$ cat config.mk
export PLATFORM = sky130hd
export DESIGN_NAME = bus_snoop_controller
export DESIGN_NICKNAME = d
export VERILOG_FILES = /design/src/rtl/snoop_pkg.sv /design/src/rtl/snoop_term_count.sv /design/src/rtl/snoop_line_store.sv /design/src/rtl/bus_snoop_controller.sv
export SDC_FILE = /design/constraint.sdc
export NUM_CORES = 2
export LEC_CHECK = 0
export BUFFER_PORTS_ARGS = -buffer_cell sky130_fd_sc_hd__buf_2
export CAP_MARGIN = 5
export CORE_ASPECT_RATIO = 1.75
export CORE_MARGIN = 2
export CORE_UTILIZATION = 55
export CTS_BUF_LIST = sky130_fd_sc_hd__clkbuf_8
export CTS_CLUSTER_DIAMETER = 100
export DETAILED_ROUTE_END_ITERATION = 8
export PLACE_DENSITY = 0.76
export SYNTH_ARGS = -nofsm -noshare
export SYNTH_HDL_FRONTEND = slang
export SYNTH_SLANG_ARGS = --single-unit
$ cat constraint.sdc
create_clock -name clk -period 25.6 [get_ports clk]
set_input_delay 2.56 -clock clk [delete_from_list [all_inputs] [get_ports clk]]
set_output_delay 2.56 -clock clk [all_outputs]
set_load 0.02 [all_outputs]
$ cat src/rtl/snoop_pkg.sv
/*
 * Shared constants and types for the bus snoop controller.
 * Assumes a single bus clock and active-high internal signal levels.
 */
package snoop_pkg;
   // Transfer size codes
   localparam logic [1:0] SIZE_LONG = 2'h0;
   localparam logic [1:0] SIZE_BYTE = 2'h1;
   localparam logic [1:0] SIZE_WORD = 2'h2;
   localparam logic [1:0] SIZE_LINE = 2'h3;
   // Transfer type codes that may be snooped
   localparam logic [1:0] TT_NORMAL = 2'h0;
   localparam logic [1:0] TT_MOVE16 = 2'h1;
   // Snoop control codes
   localparam logic [1:0] SC_INHIBIT = 2'h0;
   localparam logic [1:0] SC_SINK    = 2'h1;
   localparam logic [1:0] SC_INVAL   = 2'h2;
   // Termination classes
   localparam logic [1:0] TERM_NORMAL = 2'h0;
   localparam logic [1:0] TERM_ERROR  = 2'h1;
   localparam logic [1:0] TERM_RETRY  = 2'h2;
   localparam logic [1:0] TERM_BURSTI = 2'h3;
   // Beats of a line, best-case lookup cycles, worst extra cycles
   localparam int         LINE_BEATS    = 4;
   localparam logic [1:0] LAST_BEAT     = 2'h3;
   localparam int         LOOKUP_BASE   = 2;
   localparam int         LOOKUP_EXTRA  = 2;
   localparam logic [1:0] UPA_RESET     = 2'h0;
   // Controller states
   typedef enum logic [2:0] {
      ST_BETWEEN, ST_OWNER, ST_LOOKUP, ST_MEMORY, ST_SUPPLY, ST_SINK
   } snoop_state_t;
endpackage

$ cat src/rtl/snoop_term_count.sv
/*
 * Counts and classifies terminations of an alternate-master cycle.
 * Assumes terminations are only offered while memory inhibit is negated.
 */
`timescale 1ns/1ps
module snoop_term_count (
   input  wire logic       clk,
   input  wire logic       rstN,
   input  wire logic       start,
   input  wire logic       isLine,
   input  wire logic       watch,
   input  wire logic       ackIn,
   input  wire logic       errIn,
   input  wire logic       burstInhIn,
   output logic            done,
   output logic [1:0]      kind
);
   import snoop_pkg::*;

   typedef struct packed {
      logic       busy;   // Counting in progress
      logic [1:0] count;  // Acks seen so far
      logic       line;   // Four acks needed
      logic [1:0] kind;   // Last termination class
   } term_s_t;

   term_s_t    sFf;
   term_s_t    nxt_s;
   logic       lastAck;  // This ack completes the cycle
   logic       active;   // Counting on this edge
   logic       lineNow;  // Line-sized cycle on this edge
   logic [1:0] countNow; // Acks taken before this edge

   // Next-state logic for counting and classifying; the start edge itself
   // already counts, since memory may answer on the first edge after release
   always_comb begin
      nxt_s    = sFf;
      done     = 1'b0;
      active   = start || sFf.busy;
      lineNow  = start ? isLine : sFf.line;
      countNow = start ? 2'h0 : sFf.count;
      lastAck  = !lineNow || (countNow == LAST_BEAT);
      if (start) begin
         nxt_s.busy  = 1'b1;
         nxt_s.count = 2'h0;
         nxt_s.line  = isLine;
      end
      if (active && watch) begin
         if (errIn && ackIn) begin
            nxt_s.kind = TERM_RETRY;
            done       = 1'b1;
         end else if (errIn) begin
            nxt_s.kind = TERM_ERROR;
            done       = 1'b1;
         end else if (ackIn && burstInhIn && lineNow) begin
            nxt_s.kind = TERM_BURSTI;
            done       = 1'b1;
         end else if (ackIn) begin
            nxt_s.count = countNow + 2'h1;
            nxt_s.kind  = TERM_NORMAL;
            done        = lastAck;
         end
         if (done) begin
            nxt_s.busy = 1'b0;
         end
      end
   end

   // State register
   always_ff @(posedge clk or negedge rstN) begin
      if (!rstN) begin
         sFf <= '0;
      end else begin
         sFf <= nxt_s;
      end
   end

   assign kind = sFf.kind;
endmodule

$ cat src/rtl/snoop_line_store.sv
/*
 * Small direct-mapped data cache seen by the snooper: tags, per-word dirty
 * bits and line data, with a lookup of fixed latency.
 * Assumes the core fill port and the sink port never hit the same cycle.
 */
`timescale 1ns/1ps
module snoop_line_store #(
   parameter int LINES = 4,
   parameter int EXTRA = 0
) (
   input  wire logic        clk,
   input  wire logic        rstN,
   input  wire logic        lookReq,
   input  wire logic [31:0] lookAddr,
   output logic             lookDone,
   output logic             lookDirty,
   input  wire logic [1:0]  rdWord,
   output logic [31:0]      rdData,
   input  wire logic        sinkEn,
   input  wire logic [1:0]  sinkWord,
   input  wire logic [3:0]  sinkBe,
   input  wire logic [31:0] sinkData,
   input  wire logic        fillEn,
   input  wire logic [31:0] fillAddr,
   input  wire logic [31:0] fillData,
   input  wire logic        fillDirty
);
   import snoop_pkg::*;

   localparam int IW  = $clog2(LINES);
   localparam int LAT = LOOKUP_BASE + EXTRA;

   typedef struct packed {
      logic [LINES-1:0]            valid;
      logic [LINES-1:0][27-IW:0]   tag;
      logic [LINES-1:0][3:0]       dirty;
      logic [LINES-1:0][3:0][31:0] data;
      logic [3:0]                  wait_; // Lookup latency counter
   } store_s_t;

   store_s_t        sFf;
   store_s_t        nxt_s;
   logic [IW-1:0]   lIdx;
   logic [IW-1:0]   fIdx;

   assign lIdx   = lookAddr[4+IW-1:4];
   assign fIdx   = fillAddr[4+IW-1:4];
   assign rdData = sFf.data[lIdx][rdWord];

   // Lookup timing and array updates
   always_comb begin
      nxt_s     = sFf;
      lookDone  = (sFf.wait_ == 4'h1);
      lookDirty = sFf.valid[lIdx] && (sFf.tag[lIdx] == lookAddr[31:4+IW])
                  && (|sFf.dirty[lIdx]);
      if (lookReq) begin
         // Done shows LAT-1 edges after the request, so the release lands
         // two wait states into the access in the best case
         nxt_s.wait_ = 4'(LAT - 1);
      end else if (sFf.wait_ != 4'h0) begin
         nxt_s.wait_ = sFf.wait_ - 4'h1;
      end
      if (sinkEn) begin
         for (int b = 0; b < 4; b++) begin
            if (sinkBe[b]) begin
               nxt_s.data[lIdx][sinkWord][b*8 +: 8] = sinkData[b*8 +: 8];
            end
         end
         nxt_s.dirty[lIdx][sinkWord] = 1'b1;
      end else if (fillEn) begin
         nxt_s.valid[fIdx]                   = 1'b1;
         nxt_s.tag[fIdx]                     = fillAddr[31:4+IW];
         nxt_s.data[fIdx][fillAddr[3:2]]     = fillData;
         nxt_s.dirty[fIdx][fillAddr[3:2]]    = fillDirty;
      end
   end

   // State register
   always_ff @(posedge clk or negedge rstN) begin
      if (!rstN) begin
         sFf <= '0;
      end else begin
         sFf <= nxt_s;
      end
   end
endmodule

$ cat src/rtl/bus_snoop_controller.sv
/*
 * Bus snoop controller: watches alternate-master transfers, drives memory
 * inhibit, intervenes on dirty hits and passes page attributes out.
 * Assumes all bus inputs are synchronous to clk and active high.
 */
`timescale 1ns/1ps
module bus_snoop_controller #(
   parameter int LINES = 4,
   parameter int EXTRA = 0
) (
   input  wire logic        clk,
   input  wire logic        arst_n,
   input  wire logic        busOwned,
   input  wire logic        ownStartReq,
   input  wire logic        ownLastAck,
   input  wire logic [1:0]  pageAttr,
   input  wire logic        transferStart,
   input  wire logic [31:0] address,
   input  wire logic [1:0]  transferSize,
   input  wire logic [1:0]  transferType,
   input  wire logic [2:0]  transferModifier,
   input  wire logic        readWriteSel,
   input  wire logic [1:0]  snoopControl,
   input  wire logic        transferAck,
   input  wire logic        transferErrorAck,
   input  wire logic        transferBurstInhibit,
   input  wire logic [31:0] dataIn,
   input  wire logic        fillEn,
   input  wire logic [31:0] fillAddr,
   input  wire logic [31:0] fillData,
   input  wire logic        fillDirty,
   output logic             memoryInhibit,
   output logic             ackOut,
   output logic             ackOutEn,
   output logic [31:0]      dataOut,
   output logic             dataOutEn,
   output logic [1:0]       userPageAttribute,
   output logic [1:0]       termKind,
   output logic [2:0]       capModifier
);
   import snoop_pkg::*;

   // Snoopable sizes and types
   function automatic logic snoopable(input logic [1:0] tt, input logic [1:0] sz);
      logic sizeOk;
      sizeOk = (sz == SIZE_BYTE) || (sz == SIZE_WORD) || (sz == SIZE_LONG) || (sz == SIZE_LINE);
      return sizeOk && ((tt == TT_NORMAL) || (tt == TT_MOVE16));
   endfunction

   // Byte lanes of a transfer
   function automatic logic [3:0] laneMask(input logic [1:0] sz, input logic [1:0] off);
      logic [3:0] m;
      m = 4'hf;
      if (sz == SIZE_BYTE) begin
         m = 4'(4'h1 << off);
      end else if (sz == SIZE_WORD) begin
         m = off[1] ? 4'hc : 4'h3;
      end
      return m;
   endfunction

   typedef struct packed {
      snoop_state_t st;       // Controller state
      logic         mi;       // Memory inhibit
      logic [31:0]  addr;     // Captured address
      logic [1:0]   siz;      // Captured size
      logic [2:0]   tm;       // Captured modifier
      logic         rd;       // Captured direction, high for read
      logic [1:0]   sc;       // Captured snoop control
      logic [1:0]   beat;     // Intervention beat
      logic         ack;      // Slave acknowledge
      logic         dEn;      // Data drive enable
      logic [31:0]  dOut;     // Slave read data
      logic [1:0]   upa;      // Page attribute out
      logic         lookReq;  // Lookup start pulse
      logic         termGo;   // Termination counter start
   } ctrl_s_t;

   logic [1:0]  syncFf;    // Reset release synchroniser
   logic        rstN;      // Synchronised reset
   ctrl_s_t     sFf;       // State register
   ctrl_s_t     nxt_s;     // Next state
   logic        capture;   // Alternate start seen
   logic        lookDone;  // Lookup finished
   logic        lookDirty; // Line hit and dirty
   logic [31:0] rdData;    // Word for supply
   logic [1:0]  rdWord;    // Word index for supply
   logic        sinkEn;    // Sink write strobe
   logic        termDone;  // Memory termination finished
   logic [1:0]  kindW;     // Termination class
   logic        lastBeat;  // Final intervention beat

   // Reset release through two flip-flops
   always_ff @(posedge clk or negedge arst_n) begin
      if (!arst_n) begin
         syncFf <= 2'h0;
      end else begin
         syncFf <= {syncFf[0], 1'b1};
      end
   end
   assign rstN = syncFf[1];

   assign capture  = transferStart && !busOwned && (sFf.st == ST_BETWEEN);
   assign lastBeat = (sFf.siz != SIZE_LINE) || (sFf.beat == LAST_BEAT);
   assign rdWord   = sFf.addr[3:2] + sFf.beat + (sFf.ack ? 2'h1 : 2'h0);
   assign sinkEn   = (sFf.st == ST_SINK) && sFf.ack;

   // Cache arrays and lookup
   snoop_line_store #(.LINES(LINES), .EXTRA(EXTRA)) u_store (
      .clk      (clk),
      .rstN     (rstN),
      .lookReq  (sFf.lookReq),
      .lookAddr (sFf.addr),
      .lookDone (lookDone),
      .lookDirty(lookDirty),
      .rdWord   (rdWord),
      .rdData   (rdData),
      .sinkEn   (sinkEn),
      .sinkWord (sFf.addr[3:2] + sFf.beat),
      .sinkBe   (laneMask(sFf.siz, sFf.addr[1:0])),
      .sinkData (dataIn),
      .fillEn   (fillEn),
      .fillAddr (fillAddr),
      .fillData (fillData),
      .fillDirty(fillDirty)
   );

   // Termination counting; blind while inhibit is asserted
   snoop_term_count u_term (
      .clk       (clk),
      .rstN      (rstN),
      .start     (sFf.termGo),
      .isLine    (sFf.siz == SIZE_LINE),
      .watch     (!sFf.mi),
      .ackIn     (transferAck),
      .errIn     (transferErrorAck),
      .burstInhIn(transferBurstInhibit),
      .done      (termDone),
      .kind      (kindW)
   );

   // Controller next state
   always_comb begin
      nxt_s         = sFf;
      nxt_s.lookReq = 1'b0;
      nxt_s.termGo  = 1'b0;
      nxt_s.upa     = busOwned ? pageAttr : UPA_RESET;
      case (sFf.st)
         ST_BETWEEN: begin
            nxt_s.mi = 1'b1;
            if (ownStartReq && busOwned) begin
               nxt_s.mi = 1'b0;
               nxt_s.st = ST_OWNER;
            end else if (capture) begin
               nxt_s.addr = address;
               nxt_s.siz  = transferSize;
               nxt_s.tm   = transferModifier;
               nxt_s.rd   = readWriteSel;
               nxt_s.sc   = snoopControl;
               nxt_s.beat = 2'h0;
               if (snoopable(transferType, transferSize) &&
                   (snoopControl == SC_SINK || snoopControl == SC_INVAL)) begin
                  nxt_s.lookReq = 1'b1;
                  nxt_s.st      = ST_LOOKUP;
               end else begin
                  nxt_s.mi     = 1'b0;
                  nxt_s.termGo = 1'b1;
                  nxt_s.st     = ST_MEMORY;
               end
            end
         end
         ST_OWNER: begin
            nxt_s.mi = 1'b0;
            if (ownLastAck && !busOwned) begin
               nxt_s.mi = 1'b1;
               nxt_s.st = ST_BETWEEN;
            end
         end
         ST_LOOKUP: begin
            nxt_s.mi = 1'b1;
            if (lookDone) begin
               if (lookDirty && sFf.rd) begin
                  nxt_s.st  = ST_SUPPLY;
                  nxt_s.ack = 1'b1;
                  nxt_s.dEn = 1'b1;
                  nxt_s.dOut = rdData;
               end else if (lookDirty && sFf.sc == SC_SINK) begin
                  nxt_s.st  = ST_SINK;
                  nxt_s.ack = 1'b1;
               end else begin
                  nxt_s.mi     = 1'b0;
                  nxt_s.termGo = 1'b1;
                  nxt_s.st     = ST_MEMORY;
               end
            end
         end
         ST_MEMORY: begin
            nxt_s.mi = 1'b0;
            if (termDone) begin
               if (busOwned && ownStartReq) begin
                  nxt_s.st = ST_OWNER;
               end else begin
                  nxt_s.mi = 1'b1;
                  nxt_s.st = ST_BETWEEN;
               end
            end
         end
         ST_SUPPLY, ST_SINK: begin
            nxt_s.mi = 1'b1;
            if (lastBeat) begin
               nxt_s.ack = 1'b0;
               nxt_s.dEn = 1'b0;
               nxt_s.st  = ST_BETWEEN;
            end else begin
               nxt_s.beat = sFf.beat + 2'h1;
               nxt_s.dOut = rdData;
            end
         end
         default: begin
            nxt_s.st = ST_BETWEEN;
            nxt_s.mi = 1'b1;
         end
      endcase
   end

   // State register
   always_ff @(posedge clk or negedge rstN) begin
      if (!rstN) begin
         sFf    <= '0;
         sFf.st <= ST_BETWEEN;
         sFf.mi <= 1'b1;
      end else begin
         sFf <= nxt_s;
      end
   end

   assign memoryInhibit     = sFf.mi;
   assign ackOut            = sFf.ack;
   assign ackOutEn          = sFf.ack;
   assign dataOut           = sFf.dOut;
   assign dataOutEn         = sFf.dEn;
   assign userPageAttribute = sFf.upa;
   assign capModifier       = sFf.tm;
   assign termKind          = kindW;
endmodule

==> flow_metrics.env <==
export IMPL_p_seq_share_pct=41.3
export IMPL_p_switching_uw=1238
export IMPL_wirelength_mm=125.3
export IMPL_cts_sinks=732
export IMPL_fin_nets=3421
export IMPL_synth_nets=3392
export IMPL_synth_top_area_cell="dfrtp_1"
export IMPL_vias=30230
export IMPL_clk_latency_ns=0.77
export IMPL_synth_area_mm2=0.03786
export IMPL_max_clock_freq_mhz=211.2
export IMPL_endpoint_kind="register"
export IMPL_dieArea_mm2=0.07102
export IMPL_grt_use_total_pct=35.24
export IMPL_grt_pass1_vias=31350
export IMPL_ios=194
export IMPL_path_class="reg2reg"
export IMPL_crit_slowest_cell="dfrtp_4"
export IMPL_clk_pin_slew_ns=0.07
export IMPL_overflow=0
export IMPL_worst_pin_slew_ns=1.201
export IMPL_synth_edf_count=0
export IMPL_tns_ns=0
export IMPL_crit_chain="buf_12, mux2i_1, xor2_1, o211ai_1, a2111oi_0, nand4_1, o21ai_4, buf_4, mux2_2"
export IMPL_p_leak_uw=0.01831
export IMPL_drtPass1Iterations=6
export IMPL_setup_violations=0
export IMPL_required_ns=26.22
export IMPL_fin_cells=4260
export IMPL_switching_share_pct=36.59
export IMPL_use_met1_pct=39.55
export IMPL_ys_top_cells_by_area="dfrtp_1 48%, mux2_2 16%, mux4_2 8.3%, o22ai_1 6.9%, nand2_1 3.4%"
export IMPL_ys_ff_latch=732
export IMPL_antenna_found_initial=14
export IMPL_seqCellArea_mm2=0.01833
export IMPL_intPower_uw=2146
export IMPL_area_growth_pct=8.987
export IMPL_hpwl_mm=76.43
export IMPL_outcome="finished, final reports clean"
export IMPL_cp_top_family="buffers and inverters"
export IMPL_power_density_mw_per_mm2=82.03
export IMPL_synth_cell_type_count=69
export IMPL_placed_cell_area_mm2=0.03902
export IMPL_port_buffers=190
export IMPL_synth_avg_cell_area_um2=11.70
export IMPL_post_cts_resized=0
export IMPL_fillers=5526
export IMPL_final_cell_area_mm2=0.04126
export IMPL_syn_inst=3235
export IMPL_hold_slack_ns=0.3567
export IMPL_cap_violations=0
export IMPL_multiInputGateArea_mm2=0.01808
export IMPL_power_total_uw=3384
export IMPL_htreeDepth=3
export IMPL_dominantRegCellSynth="dfrtp_1"
export IMPL_cts_inserted_buffers=105
export IMPL_rows=127
export IMPL_finalMaxSlewViolations=0
export IMPL_hold_path_class="reg2reg"
export IMPL_startpoint_type="register"
export IMPL_drive_gt1_share_pct=34.43
export IMPL_vias_per_cell=7.097
export IMPL_clock_skew_ns=0.04769
export IMPL_final_cell_mix="728 x dfrtp_1, 544 x mux2_2, 417 x o22ai_1"
export IMPL_wire_per_inst_um=29.42
export IMPL_p_clk_share_pct=28.8
export IMPL_finalHoldViolCount=0
export IMPL_slowest_delay_ns=0.82
export IMPL_cts_tree="built"
export IMPL_place_inst=4059
export IMPL_cp_buffers_inverters=2
export IMPL_post_route_period_util_pct=18.50
export IMPL_grt_max_degree=187
export IMPL_peakVddDrop_mv=0.2341
export IMPL_antenna_left=0
export IMPL_use_met3_pct=9.718
export IMPL_met2_usage_pct=56.04
export IMPL_yosysWarnings=0
export IMPL_coreArea_mm2=0.06833
export IMPL_rsz0062_at_grt="no"
export IMPL_postCtsSetupBuffers=0
export IMPL_grt_pass1_wl_mm=187.2
export IMPL_clockRootBuffer="clkbuf_8"
export IMPL_layout_commonest_cell="dfrtp_1"
export IMPL_combPwrFrac_pct=29.9
export IMPL_place_congestion=0.9539
export IMPL_cp_max_fo=137
export IMPL_yosysTopAreaCellShare_pct=48.32
export IMPL_relSlewSlack_pct=19.70
export IMPL_worstPathArrival_ns=5.36
export IMPL_drt_iter0_drc=3311
export IMPL_finalCriticalPeriod_ns=4.735
export IMPL_die_h_um=351.1
export IMPL_ys_seq_area_share_pct=48.39
export IMPL_drc=0
export IMPL_grt_busiest_layer="met2"
export IMPL_hold_buffers=0
export IMPL_clockBufferDepth=3
export IMPL_async_flop_share_pct=100.0
export IMPL_die_w_um=202.3
export IMPL_start_util_pct=55.40
-- final timing paths --
| check | end | start | slack, ns | cells past startpoint |
|---|---|---|---|---|
| min in group asynchronous | u_store.sFf[351]$_DFFE_PN0P_ | syncFf[1]$_DFF_PN0_ | 0.50 | 0 |
| max reg2reg | dataOut[20]$_DFFE_PN0P_ | sFf[53]$_DFFE_PN0P_ | 20.86 | 9 |
| min | syncFf[1]$_DFF_PN0_ | syncFf[0]$_DFF_PN0_ | 0.36 | 0 |
| min reg2reg | syncFf[1]$_DFF_PN0_ | syncFf[0]$_DFF_PN0_ | 0.36 | 0 |
| max | dataOut[20]$_DFFE_PN0P_ | sFf[53]$_DFFE_PN0P_ | 20.86 | 9 |
| max in group asynchronous | u_store.sFf[239]$_DFFE_PN0P_ | syncFf[1]$_DFF_PN0_ | 21.71 | 3 |
-- cell usage after synthesis (50+ instances only) --
master      n
mux4_2    140
o21ai_0    51
a32oi_1    97
o22ai_1   417
nand2_1   345
mux2_2    544
a211oi_1   54
dfrtp_1   731
nor2_1    120
a21oi_1    94
clkbuf_1  214
buf_2      50
-- power by group through the flow --
stage,clock (uW),sequential [uW],combinational [uW]
floorplan,0,1370,693
global placement,0,1410,970
detailed placement,0,1420,983
CTS,980,1390,985
global route,1030,1410,1060
finish,974,1400,1010
-- metrics by stage --
step	setup WS (ns)	utilization [%]
2_1_floorplan	3.687	-
3_3_place_gp	20.40	57.11
3_5_place_dp	20.35	57.11
4_1_cts	20.84	60.34
5_1_grt	20.78	60.37
6_report	20.86	60.38
-- kinds of logic (layout without fill, tap and decap cells) --
kind of cell | count (synthesis) | in the layout | synth area share (%)
and+or+nand+nor | 624 | 624 | 7.215
xor gates and xnor gates | 33 | 33 | 0.7635
muxes | 720 | 720 | 25.95
DFF | 732 | 732 | 48.39
adders and majority gates | 6 | 6 | 0.1983
AOI/OAI and AO/OA | 778 | 778 | 13.37
buffers and inverters | 341 | 458 | 4.105
other | 1 | 6 | 0.009906
-- layout make-up --
class | instances | area share [%]
timing repair buffer | 250 | 3.506
clock buffer | 138 | 4.604
clock inverter | 57 | 0.7491
antenna | 5 | 0.03033
inverter | 13 | 0.1183
tap | 903 | 2.739
multi-input combinational | 2162 | 43.83
sequential | 732 | 44.43
-- sequential cells by signal (all words and copies together), names as in the netlist --
register	count
syncFf	2
capModifier	3
ackOut	1
dataOut	32
userPageAttribute	2
memoryInhibit	1
dataOutEn	1
u_store.sFf	640
sFf	44
u_term.kind	2
u_term.sFf	4
-- per-layer routing --
metal	up-vias	wire length [um]
met5	-	117
met4	20	12180
met3	772	13240
met2	2149	58130
met1	15020	41660
li1	12270	-
-- worst reg2reg max path, cell delays in order, from the launching register on --
cell	delay, ns
dfrtp_4	0.82
buf_12	0.67
mux2i_1	0.36
xor2_1	0.27
o211ai_1	0.31
a2111oi_0	0.52
nand4_1	0.37
o21ai_4	0.23
buf_4	0.58
mux2_2	0.47
(Power assumes the default switching activity.)
